==> src/include/sepv_pkg.sv <==
// shared constants and types of the egress pacing and default tag register bank
// assumes one 100 MHz system clock and an APB master with 32-bit data
package sepv_pkg;

	// ----------------------------------------------------------------
	// bus shape
	// ----------------------------------------------------------------
	localparam int APB_AW = 16; // byte address width, covers 4 x 1c1f
	localparam int APB_DW = 32; // data width

	// ----------------------------------------------------------------
	// register numbers, byte address is four times the number
	// ----------------------------------------------------------------
	localparam logic [13:0] IDX_P1_Q01_RATE = 14'h1c0f;
	localparam logic [13:0] IDX_P1_Q23_RATE = 14'h1c10;
	localparam logic [13:0] IDX_P2_Q01_RATE = 14'h1c11;
	localparam logic [13:0] IDX_P2_Q23_RATE = 14'h1c12;
	localparam logic [13:0] IDX_P0_TAG = 14'h1c13;
	localparam logic [13:0] IDX_P1_TAG = 14'h1c14;
	localparam logic [13:0] IDX_P2_TAG = 14'h1c15;
	localparam logic [13:0] IDX_EGRESS_CTRL = 14'h1c1e; // egress types and pacing enable
	localparam logic [13:0] IDX_PACE_STATUS = 14'h1c1f; // live per-queue ready flags
	localparam int NUM_STORE = 8; // writable slots
	localparam int NUM_SLOTS = 9; // all mapped slots, status last

	// ----------------------------------------------------------------
	// field positions and widths
	// ----------------------------------------------------------------
	localparam int RATE_W = 13;
	localparam int RATE_LO_LSB = 0;
	localparam int RATE_HI_LSB = 13;
	localparam int VID_W = 12;
	localparam int VID_LSB = 0;
	localparam int PRIO_W = 3;
	localparam int PRIO_LSB = 12;
	localparam int TYPE_W = 2;
	localparam int TYPE_STRIDE = 8; // port n type sits at bits 8n+1:8n
	localparam int PACE_EN_BIT = 24;
	localparam int NUM_PORTS = 3;
	localparam int NUM_QUEUES = 8; // four queues on each of ports 1 and 2

	// ----------------------------------------------------------------
	// writable and status masks and reset values
	// ----------------------------------------------------------------
	localparam logic [31:0] RATE_MASK = 32'h03ff_ffff;
	localparam logic [31:0] TAG_MASK = 32'h0000_7fff;
	localparam logic [31:0] CTRL_MASK = 32'h0103_0303;
	localparam logic [31:0] STATUS_MASK = 32'h0000_00ff;
	localparam logic [31:0] RATE_RST = 32'h0000_0000;
	localparam logic [31:0] TAG_RST = 32'h0000_0001; // vid 1, priority 0
	localparam logic [31:0] CTRL_RST = 32'h0000_0000;

	// ----------------------------------------------------------------
	// timing: one pacing unit per byte is 20 ns
	// ----------------------------------------------------------------
	localparam int RATE_UNIT_NS = 20;
	localparam int CLK_PERIOD_NS = 10;
	localparam int RATE_UNIT_CYC = (RATE_UNIT_NS + CLK_PERIOD_NS - 1) / CLK_PERIOD_NS;

	// ----------------------------------------------------------------
	// types
	// ----------------------------------------------------------------
	typedef enum logic [1:0] {
		SEPV_EGR_PASS = 2'b00, // normal frames untouched, special tags stripped
		SEPV_EGR_STRIP = 2'b01, // every tag stripped
		SEPV_EGR_HYBRID = 2'b10, // mixed tagging and retagging
		SEPV_EGR_SRC_TAG = 2'b11 // source-indicating special tag added
	} sepv_egress_type_t;

	typedef struct packed {
		logic [2:0] prio;
		logic [11:0] vid;
		sepv_egress_type_t egress_type;
	} sepv_port_tag_t;

	typedef struct packed {
		logic strip_normal;
		logic strip_special;
		logic retag;
		logic add_src_tag;
	} sepv_tag_action_t;

	typedef struct packed {
		logic psel;
		logic penable;
		logic pwrite;
		logic [15:0] paddr;
		logic [31:0] pwdata;
		logic [3:0] pstrb;
	} sepv_apb_req_t;

	typedef struct packed {
		logic pready;
		logic [31:0] prdata;
		logic pslverr;
	} sepv_apb_rsp_t;

endpackage : sepv_pkg

==> src/sepv_regs.sv <==
// egress pacing and default tag register bank on an APB slave port
// assumes a single 100 MHz clock, synchronous reset, APB master on the same clock
//
// What this block does
// - pacing time per byte is (value+1) x 20 ns
// - port 1 queue 0 low, queue 1 high
// - port 1 queue 2 low, queue 3 high
// - port 2 queue 0 low, queue 1 high
// - port 2 queue 2 low, queue 3 high
// - pacing only acts with the global enable
// - per-port 3-bit default priority, resets to zero
// - per-port 12-bit default VLAN id, resets to one
// - three default tag registers, consecutive numbers
// - two-bit egress type selects tag handling
module sepv_regs #(
	parameter int UNIT_CYC = sepv_pkg::RATE_UNIT_CYC
) (
	input wire logic i_ref_clk,
	input wire logic i_srst,
	input wire sepv_pkg::sepv_apb_req_t i_apb,
	input wire logic [sepv_pkg::NUM_QUEUES-1:0] i_byte_sent,
	output sepv_pkg::sepv_apb_rsp_t o_apb,
	output logic [sepv_pkg::NUM_QUEUES-1:0][sepv_pkg::RATE_W-1:0] o_queue_rate,
	output logic [sepv_pkg::NUM_QUEUES-1:0] o_queue_ready,
	output logic o_pace_enable,
	output sepv_pkg::sepv_port_tag_t [sepv_pkg::NUM_PORTS-1:0] o_port_tag,
	output sepv_pkg::sepv_tag_action_t [sepv_pkg::NUM_PORTS-1:0] o_port_action
);

	// ----------------------------------------------------------------
	// slot tables
	// ----------------------------------------------------------------
	// slot order: four rate words, three tag words, control, status
	localparam logic [13:0] SLOT_IDX [sepv_pkg::NUM_SLOTS] = '{
		sepv_pkg::IDX_P1_Q01_RATE,
		sepv_pkg::IDX_P1_Q23_RATE,
		sepv_pkg::IDX_P2_Q01_RATE,
		sepv_pkg::IDX_P2_Q23_RATE,
		sepv_pkg::IDX_P0_TAG,
		sepv_pkg::IDX_P1_TAG,
		sepv_pkg::IDX_P2_TAG,
		sepv_pkg::IDX_EGRESS_CTRL,
		sepv_pkg::IDX_PACE_STATUS
	};
	// bits that exist in each slot, everything else is reserved
	localparam logic [31:0] SLOT_MASK [sepv_pkg::NUM_SLOTS] = '{
		sepv_pkg::RATE_MASK,
		sepv_pkg::RATE_MASK,
		sepv_pkg::RATE_MASK,
		sepv_pkg::RATE_MASK,
		sepv_pkg::TAG_MASK,
		sepv_pkg::TAG_MASK,
		sepv_pkg::TAG_MASK,
		sepv_pkg::CTRL_MASK,
		sepv_pkg::STATUS_MASK
	};
	localparam logic [31:0] SLOT_RST [sepv_pkg::NUM_STORE] = '{
		sepv_pkg::RATE_RST,
		sepv_pkg::RATE_RST,
		sepv_pkg::RATE_RST,
		sepv_pkg::RATE_RST,
		sepv_pkg::TAG_RST,
		sepv_pkg::TAG_RST,
		sepv_pkg::TAG_RST,
		sepv_pkg::CTRL_RST
	};
	localparam logic [3:0] SLOT_NONE = 4'h9; // unmapped address
	localparam logic [3:0] SLOT_TAG0 = 4'h4;
	localparam logic [3:0] SLOT_CTRL = 4'h7;
	localparam logic [3:0] SLOT_STATUS = 4'h8;

	// ----------------------------------------------------------------
	// functions
	// ----------------------------------------------------------------
	// address to slot; misaligned or unknown addresses give SLOT_NONE
	function automatic logic [3:0] sepv_slot(input logic [15:0] addr);
		logic [3:0] slot;
		slot = SLOT_NONE;
		for (int i = 0; i < sepv_pkg::NUM_SLOTS; i++)
		begin
			if (addr[1:0] == 2'h0 && addr[15:2] == SLOT_IDX[i])
			begin
				slot = 4'(i);
			end
		end
		return slot;
	endfunction : sepv_slot

	// byte-lane merge limited to implemented bits
	function automatic logic [31:0] sepv_merge(input logic [31:0] old, input logic [31:0] wdata,
		input logic [3:0] strb, input logic [31:0] mask);
		logic [31:0] lanes;
		lanes = {{8{strb[3]}}, {8{strb[2]}}, {8{strb[1]}}, {8{strb[0]}}} & mask;
		return (old & ~lanes) | (wdata & lanes);
	endfunction : sepv_merge

	// egress type to tag handling
	function automatic sepv_pkg::sepv_tag_action_t sepv_decode(input sepv_pkg::sepv_egress_type_t t);
		sepv_pkg::sepv_tag_action_t a;
		a.strip_normal = (t == sepv_pkg::SEPV_EGR_STRIP);
		a.strip_special = (t == sepv_pkg::SEPV_EGR_PASS) || (t == sepv_pkg::SEPV_EGR_STRIP);
		a.retag = (t == sepv_pkg::SEPV_EGR_HYBRID);
		a.add_src_tag = (t == sepv_pkg::SEPV_EGR_SRC_TAG);
		return a;
	endfunction : sepv_decode

	// ----------------------------------------------------------------
	// storage and bus decode
	// ----------------------------------------------------------------
	logic [31:0] regs_reg [sepv_pkg::NUM_STORE]; // writable words
	logic [3:0] slot; // slot of the current address
	logic access; // access phase while no answer is out yet
	logic commit; // edge at which the master samples pready
	logic [31:0] rd_word; // masked read value
	logic [sepv_pkg::NUM_QUEUES-1:0] pacer_ready; // live pacer state

	always_comb
	begin
		slot = sepv_slot(i_apb.paddr);
	end

	assign access = i_apb.psel && i_apb.penable && !o_apb.pready;
	assign commit = i_apb.psel && i_apb.penable && o_apb.pready;

	// read mux: reserved bits forced low
	always_comb
	begin
		rd_word = 32'h0000_0000;
		if (slot == SLOT_STATUS)
		begin
			rd_word = 32'(pacer_ready) & sepv_pkg::STATUS_MASK;
		end
		else if (slot < SLOT_STATUS)
		begin
			rd_word = regs_reg[slot[2:0]] & SLOT_MASK[slot];
		end
	end

	// ----------------------------------------------------------------
	// APB answer: one wait state so that every output is a flop
	// ----------------------------------------------------------------
	always_ff @(posedge i_ref_clk)
	begin
		if (i_srst)
		begin
			o_apb <= '0;
		end
		else if (access)
		begin
			// answer one cycle into the access phase
			o_apb.pready <= 1'b1;
			o_apb.prdata <= i_apb.pwrite ? 32'h0000_0000 : rd_word;
			o_apb.pslverr <= (slot == SLOT_NONE);
		end
		else
		begin
			// answer stands one cycle only
			o_apb.pready <= 1'b0;
			o_apb.prdata <= 32'h0000_0000;
			o_apb.pslverr <= 1'b0;
		end
	end

	// ----------------------------------------------------------------
	// register writes, taken at the edge where pready is sampled
	// ----------------------------------------------------------------
	// status is read only, so a write to it is quietly dropped
	always_ff @(posedge i_ref_clk)
	begin
		if (i_srst)
		begin
			for (int i = 0; i < sepv_pkg::NUM_STORE; i++)
			begin
				regs_reg[i] <= SLOT_RST[i];
			end
		end
		else if (commit && i_apb.pwrite && slot < SLOT_STATUS)
		begin
			regs_reg[slot[2:0]] <= sepv_merge(regs_reg[slot[2:0]], i_apb.pwdata, i_apb.pstrb,
				SLOT_MASK[slot]);
		end
	end

	// ----------------------------------------------------------------
	// pacing fields and pacers, queue q of port p is index 4(p-1)+q
	// ----------------------------------------------------------------
	assign o_pace_enable = regs_reg[SLOT_CTRL[2:0]][sepv_pkg::PACE_EN_BIT];

	generate
		for (genvar q = 0; q < sepv_pkg::NUM_QUEUES; q++)
		begin : g_queue
			// even queues in the low field, odd ones in the high field
			localparam int LSB = (q % 2 == 0) ? sepv_pkg::RATE_LO_LSB : sepv_pkg::RATE_HI_LSB;
			assign o_queue_rate[q] = regs_reg[q / 2][LSB +: sepv_pkg::RATE_W];

			sepv_byte_pacer #(
				.RATE_W(sepv_pkg::RATE_W),
				.UNIT_CYC(UNIT_CYC)
			) u_pacer (
				.i_ref_clk(i_ref_clk),
				.i_srst(i_srst),
				.i_enable(o_pace_enable),
				.i_rate(o_queue_rate[q]),
				.i_byte_sent(i_byte_sent[q]),
				.o_byte_ready(pacer_ready[q])
			);
		end
	endgenerate

	assign o_queue_ready = pacer_ready;

	// ----------------------------------------------------------------
	// default tags and egress handling per port
	// ----------------------------------------------------------------
	generate
		for (genvar p = 0; p < sepv_pkg::NUM_PORTS; p++)
		begin : g_port
			// tag words sit at consecutive slots, one per port
			assign o_port_tag[p].prio =
				regs_reg[SLOT_TAG0[2:0] + 3'(p)][sepv_pkg::PRIO_LSB +: sepv_pkg::PRIO_W];
			assign o_port_tag[p].vid =
				regs_reg[SLOT_TAG0[2:0] + 3'(p)][sepv_pkg::VID_LSB +: sepv_pkg::VID_W];
			assign o_port_tag[p].egress_type = sepv_pkg::sepv_egress_type_t'(
				regs_reg[SLOT_CTRL[2:0]][p * sepv_pkg::TYPE_STRIDE +: sepv_pkg::TYPE_W]);

			// registered so the action flags are clean flops; they trail the type by one cycle
			always_ff @(posedge i_ref_clk)
			begin
				if (i_srst)
				begin
					o_port_action[p] <= sepv_decode(sepv_pkg::SEPV_EGR_PASS);
				end
				else
				begin
					o_port_action[p] <= sepv_decode(o_port_tag[p].egress_type);
				end
			end
		end
	endgenerate
endmodule : sepv_regs

==> src/sepv_byte_pacer.sv <==
// per-queue byte pacer: after each byte, holds off the next for (rate+1) units
// assumes i_byte_sent is a one-cycle pulse from the scheduler on the same clock
module sepv_byte_pacer #(
	parameter int RATE_W = 13,
	parameter int UNIT_CYC = 2
) (
	input wire logic i_ref_clk,
	input wire logic i_srst,
	input wire logic i_enable,
	input wire logic [RATE_W-1:0] i_rate,
	input wire logic i_byte_sent,
	output logic o_byte_ready
);

	localparam int CNT_W = RATE_W + $clog2(UNIT_CYC + 1) + 1;

	logic [CNT_W-1:0] cnt_reg; // cycles left before the next byte
	logic [CNT_W-1:0] load_val; // full gap for one byte

	// gap in cycles, less one because the loading cycle counts
	always_comb
	begin
		load_val = CNT_W'((CNT_W'(i_rate) + CNT_W'(1)) * CNT_W'(UNIT_CYC) - CNT_W'(1));
	end

	// ----------------------------------------------------------------
	// gap counter
	// ----------------------------------------------------------------
	always_ff @(posedge i_ref_clk)
	begin
		if (i_srst || !i_enable)
		begin
			// pacing off: no gap, the queue may send freely
			cnt_reg <= '0;
			o_byte_ready <= 1'b1;
		end
		else if (i_byte_sent)
		begin
			cnt_reg <= load_val;
			o_byte_ready <= (load_val == '0);
		end
		else if (cnt_reg != '0)
		begin
			cnt_reg <= cnt_reg - CNT_W'(1);
			o_byte_ready <= (cnt_reg == CNT_W'(1));
		end
	end
endmodule : sepv_byte_pacer

==> config.mk <==
export PLATFORM = sky130hd
export DESIGN_NAME = sepv_regs
export DESIGN_NICKNAME = d
export VERILOG_FILES = /design/src/include/sepv_pkg.sv /design/src/sepv_regs.sv /design/src/sepv_byte_pacer.sv
export SDC_FILE = /design/constraint.sdc
export NUM_CORES = 1
export LEC_CHECK = 0
export BUFFER_PORTS_ARGS = -buffer_cell sky130_fd_sc_hd__buf_2
export CAP_MARGIN = 25
export CORE_UTILIZATION = 30
export DETAILED_ROUTE_END_ITERATION = 10
export PLACE_DENSITY = 0.51
export RECOVER_POWER = 25
export SETUP_SLACK_MARGIN = 0.1
export SLEW_MARGIN = 15
export SYNTH_ARGS = -nofsm -noshare
export SYNTH_HDL_FRONTEND = slang
export SYNTH_SLANG_ARGS = --single-unit
==> constraint.sdc <==
create_clock -name i_ref_clk -period 3.8 [get_ports i_ref_clk]
set_input_delay 0.19 -clock i_ref_clk [delete_from_list [all_inputs] [get_ports i_ref_clk]]
set_output_delay 0.19 -clock i_ref_clk [all_outputs]
set_load 0.005 [all_outputs]
==> impl_metrics.env <==
export IMPL_status="finished clean"
export IMPL_die_area_sq_um=73940
export IMPL_antenna_found_initial=10
export IMPL_drtPass1Iterations=5
export IMPL_seqCellArea_sq_um=9049
export IMPL_critical_path_max_stage_delay_ps=670
export IMPL_grt_ovfl_total=0
export IMPL_placementRows=98
export IMPL_crit_type="input port to flip-flop"
export IMPL_seq_area_frac_synth_pct=41.40
export IMPL_critPathRequiredTime_ps=4130
export IMPL_final_common_cell="nor2_1"
export IMPL_setup_viol=0
export IMPL_fp_dieW_um=271.9
export IMPL_hold_viol=0
export IMPL_crit_chain="buf_2 -> nor3b_1 -> nand4b_1 -> buf_4 -> a21oi_2 -> mux2i_1 -> o21ai_0 -> o31ai_2 -> buf_4 -> nand2b_1"
export IMPL_multiInputGateArea_sq_um=11620
export IMPL_syn_inst=2512
export IMPL_yosys_area_top_type="edfxtp_1"
export IMPL_p_leak_nw=9.282
export IMPL_syn_avg_cell_area_sq_um=8.701
export IMPL_grt_pass1_wl_um=121500
export IMPL_timing_max_cap_violations=0
export IMPL_wl_per_cell_um=22.28
export IMPL_synth_top_area_share_pct=25.28
export IMPL_slowest_stage="o31ai_2"
export IMPL_design_core_area_sq_um=71730
export IMPL_min_from="i_apb[17]"
export IMPL_drtIter0Drc=1784
export IMPL_fillCellCount=7466
export IMPL_min_path_cells=3
export IMPL_dieHeight_um=271.9
export IMPL_drt_wl_total_um=82310
export IMPL_cts_clk_slew_worst_paths_ps=50
export IMPL_max_freq_mhz=321.7
export IMPL_ir_drop_mv=0.3140
export IMPL_cpMostUsedCell="buf_4"
export IMPL_avgViaCountPerCell=5.507
export IMPL_ant_nets=0
export IMPL_rsz0062_at_grt="no"
export IMPL_clock_root_buffer="clkbuf_16"
export IMPL_cp_max_fo=10
export IMPL_drv_slew=0
export IMPL_max_slew_margin_rel_pct=34.42
export IMPL_final_cell_mix="nor2_1 (426), nand2_1 (193), edfxtp_1 (184), dfxtp_1 (176), buf_2 (147)"
export IMPL_min_path_type="input port to flip-flop"
export IMPL_synth_edff_count=184
export IMPL_post_route_util_pct=35.48
export IMPL_dp_cells=3610
export IMPL_clkLatencyLatePin_ps=600
export IMPL_crit_path_start_kind="input port"
export IMPL_crit_path_end_kind="flip-flop"
export IMPL_route_detailed_drc=0
export IMPL_rr_startpoint="regs_reg[0][13]$_SDFFCE_PN0P_"
export IMPL_synthDistinctLibCells=88
export IMPL_clock_skew_ps=30.33
export IMPL_track_usage_pct=21.49
export IMPL_synth_ff_latch_count=360
export IMPL_min_period_over_period_pct=81.80
export IMPL_worstMarginPinSlew_ps=974.7
export IMPL_largest_reg_flops=184
export IMPL_synth_warnings=0
export IMPL_async_flop_share_pct=0
export IMPL_p_per_area_nw_per_um2=405.5
export IMPL_r2r_end="g_queue[1].u_pacer.cnt_reg[13]$_SDFFE_PP0P_"
export IMPL_tns_ps=0
export IMPL_grt_pass1_vias=18770
export IMPL_setup_slack_ps=691.7
export IMPL_gp_congestion=0.9022
export IMPL_hpwl_um=62760
export IMPL_cts_buffers=44
export IMPL_initial_utilization_pct=30.47
export IMPL_portBuffers=262
export IMPL_htreeDepth=2
export IMPL_worstPathArrival_ps=3440
export IMPL_grt_max_degree=47
export IMPL_synthesis_area_sq_um=21860
export IMPL_cts_buffer_depth=3
export IMPL_io_pins=275
export IMPL_rrSetupSlack_ps=710
export IMPL_hold_end="regs_reg[4][13]$_SDFFCE_PN0P_"
export IMPL_cts_resized=0
export IMPL_fin_nets=2797
export IMPL_vias=20350
export IMPL_cts_setup_buffers=0
export IMPL_cts_sinks=360
export IMPL_stdcell_count=3695
export IMPL_dpl_worst_slack_ps=272.1
export IMPL_synthFlopType="edfxtp_1"
export IMPL_syn2layout_area_growth_pct=16.46
export IMPL_fin_crit_ps=3108
export IMPL_layout_drive_gt1_share_pct=13.05
export IMPL_synthTopCellsByArea="edfxtp_1 (25%), dfxtp_1 (16%), nor2_1 (7.3%)"
export IMPL_worst_r2r_path_depth=8
export IMPL_cts_tree="done"
==> where the power goes <==
group	switching, mW	internal, mW	leakage [nW]
Sequential	0.203	4.21	3.32
Combinational	0.891	0.598	5.23
Clock	1.80	2.63	0.731
==> critical path: cells and delay by family <==
| kind | cells | cell delay, ps |
|---|---|---|
| multiplexers | 1 | 340 |
| AND/OR/NAND/NOR | 3 | 860 |
| buffers and inverters | 3 | 710 |
| AO/OA/AOI/OAI | 3 | 1320 |
==> logic make-up after synthesis <==
| kind of cell | after synthesis | synth area share (%) |
|---|---|---|
| AO/OA/AOI/OAI | 482 | 15.35 |
| XOR/XNOR | 192 | 7.694 |
| adder cells (fa/ha/maj) | 24 | 1.374 |
| buffers and inverters | 254 | 5.627 |
| flip-flops | 360 | 41.40 |
| multiplexers | 73 | 3.372 |
| other | 1 | 0.01716 |
| AND/OR/NAND/NOR | 1126 | 25.16 |
==> per-layer routing <==
layer / GRT usage [%] / part of all wire [%] / up-vias
li1: - / - / 9496
met1: 29.32 / 44 / 9853
met2: 34.09 / 45 / 851
met3: 3.809 / 7.7 / 138
met4: 7.303 / 3.7 / 12
met5: 0 / 0.085 / -
==> cell usage after synthesis (all sizes together) (43+ instances only) <==
cell and number:
a211oi 95, xnor2 124, mux2i 68, buf 92
nor4 43, a21oi 106, nand4 43, clkbuf 114
dfxtp 176, edfxtp 184, nor3 91, o21ai 71
nor2 427, inv 48, xor2 68, nand3 88
nand2 194
==> stage by stage <==
step           power, mW  cell area, sq um  hold WS (ps)
6_report           10.32             25450         22.86
5_1_grt            10.72             25450         23.55
4_1_cts            10.41             25610        0.5692
3_5_place_dp       5.969             24070         476.8
3_3_place_gp       5.949             24070         479.0
2_1_floorplan      5.491             21870         338.2
==> final cells by class <==
| type | instances | area share [%] |
|---|---|---|
| repair buffers | 351 | 7.418 |
| clock inverters | 17 | 0.7816 |
| well taps | 950 | 4.670 |
| clock buffers | 64 | 5.181 |
| diodes | 2 | 0.01966 |
| flip-flops and latches | 360 | 35.55 |
| inverters | 48 | 0.7079 |
| multi-input cells | 1903 | 45.67 |
==> worst max-delay path by stage <==
stage                                  startpoint                                     endpoint  slack [ps]
global placement                        i_apb[45]                 regs_reg[5][0]$_SDFFCE_PN1P_         360
floorplan                               i_apb[41]                 regs_reg[0][0]$_SDFFCE_PN0P_        1070
detailed placement                      i_apb[37]                 regs_reg[4][0]$_SDFFCE_PN1P_         270
finish                                  i_apb[37]                 regs_reg[4][0]$_SDFFCE_PN1P_         690
global route        regs_reg[0][13]$_SDFFCE_PN0P_  g_queue[1].u_pacer.cnt_reg[11]$_SDFFE_PP0P_         390
CTS                 regs_reg[0][13]$_SDFFCE_PN0P_  g_queue[1].u_pacer.cnt_reg[13]$_SDFFE_PP0P_         690
==> repair_timing <==
item | CTS | global route
hold endpoints to repair | 3 | 0
hold buffers | 2 | 0
endpoints found under the setup margin | 0 | 0
Note: power is estimated with default switching activity, not from simulation.
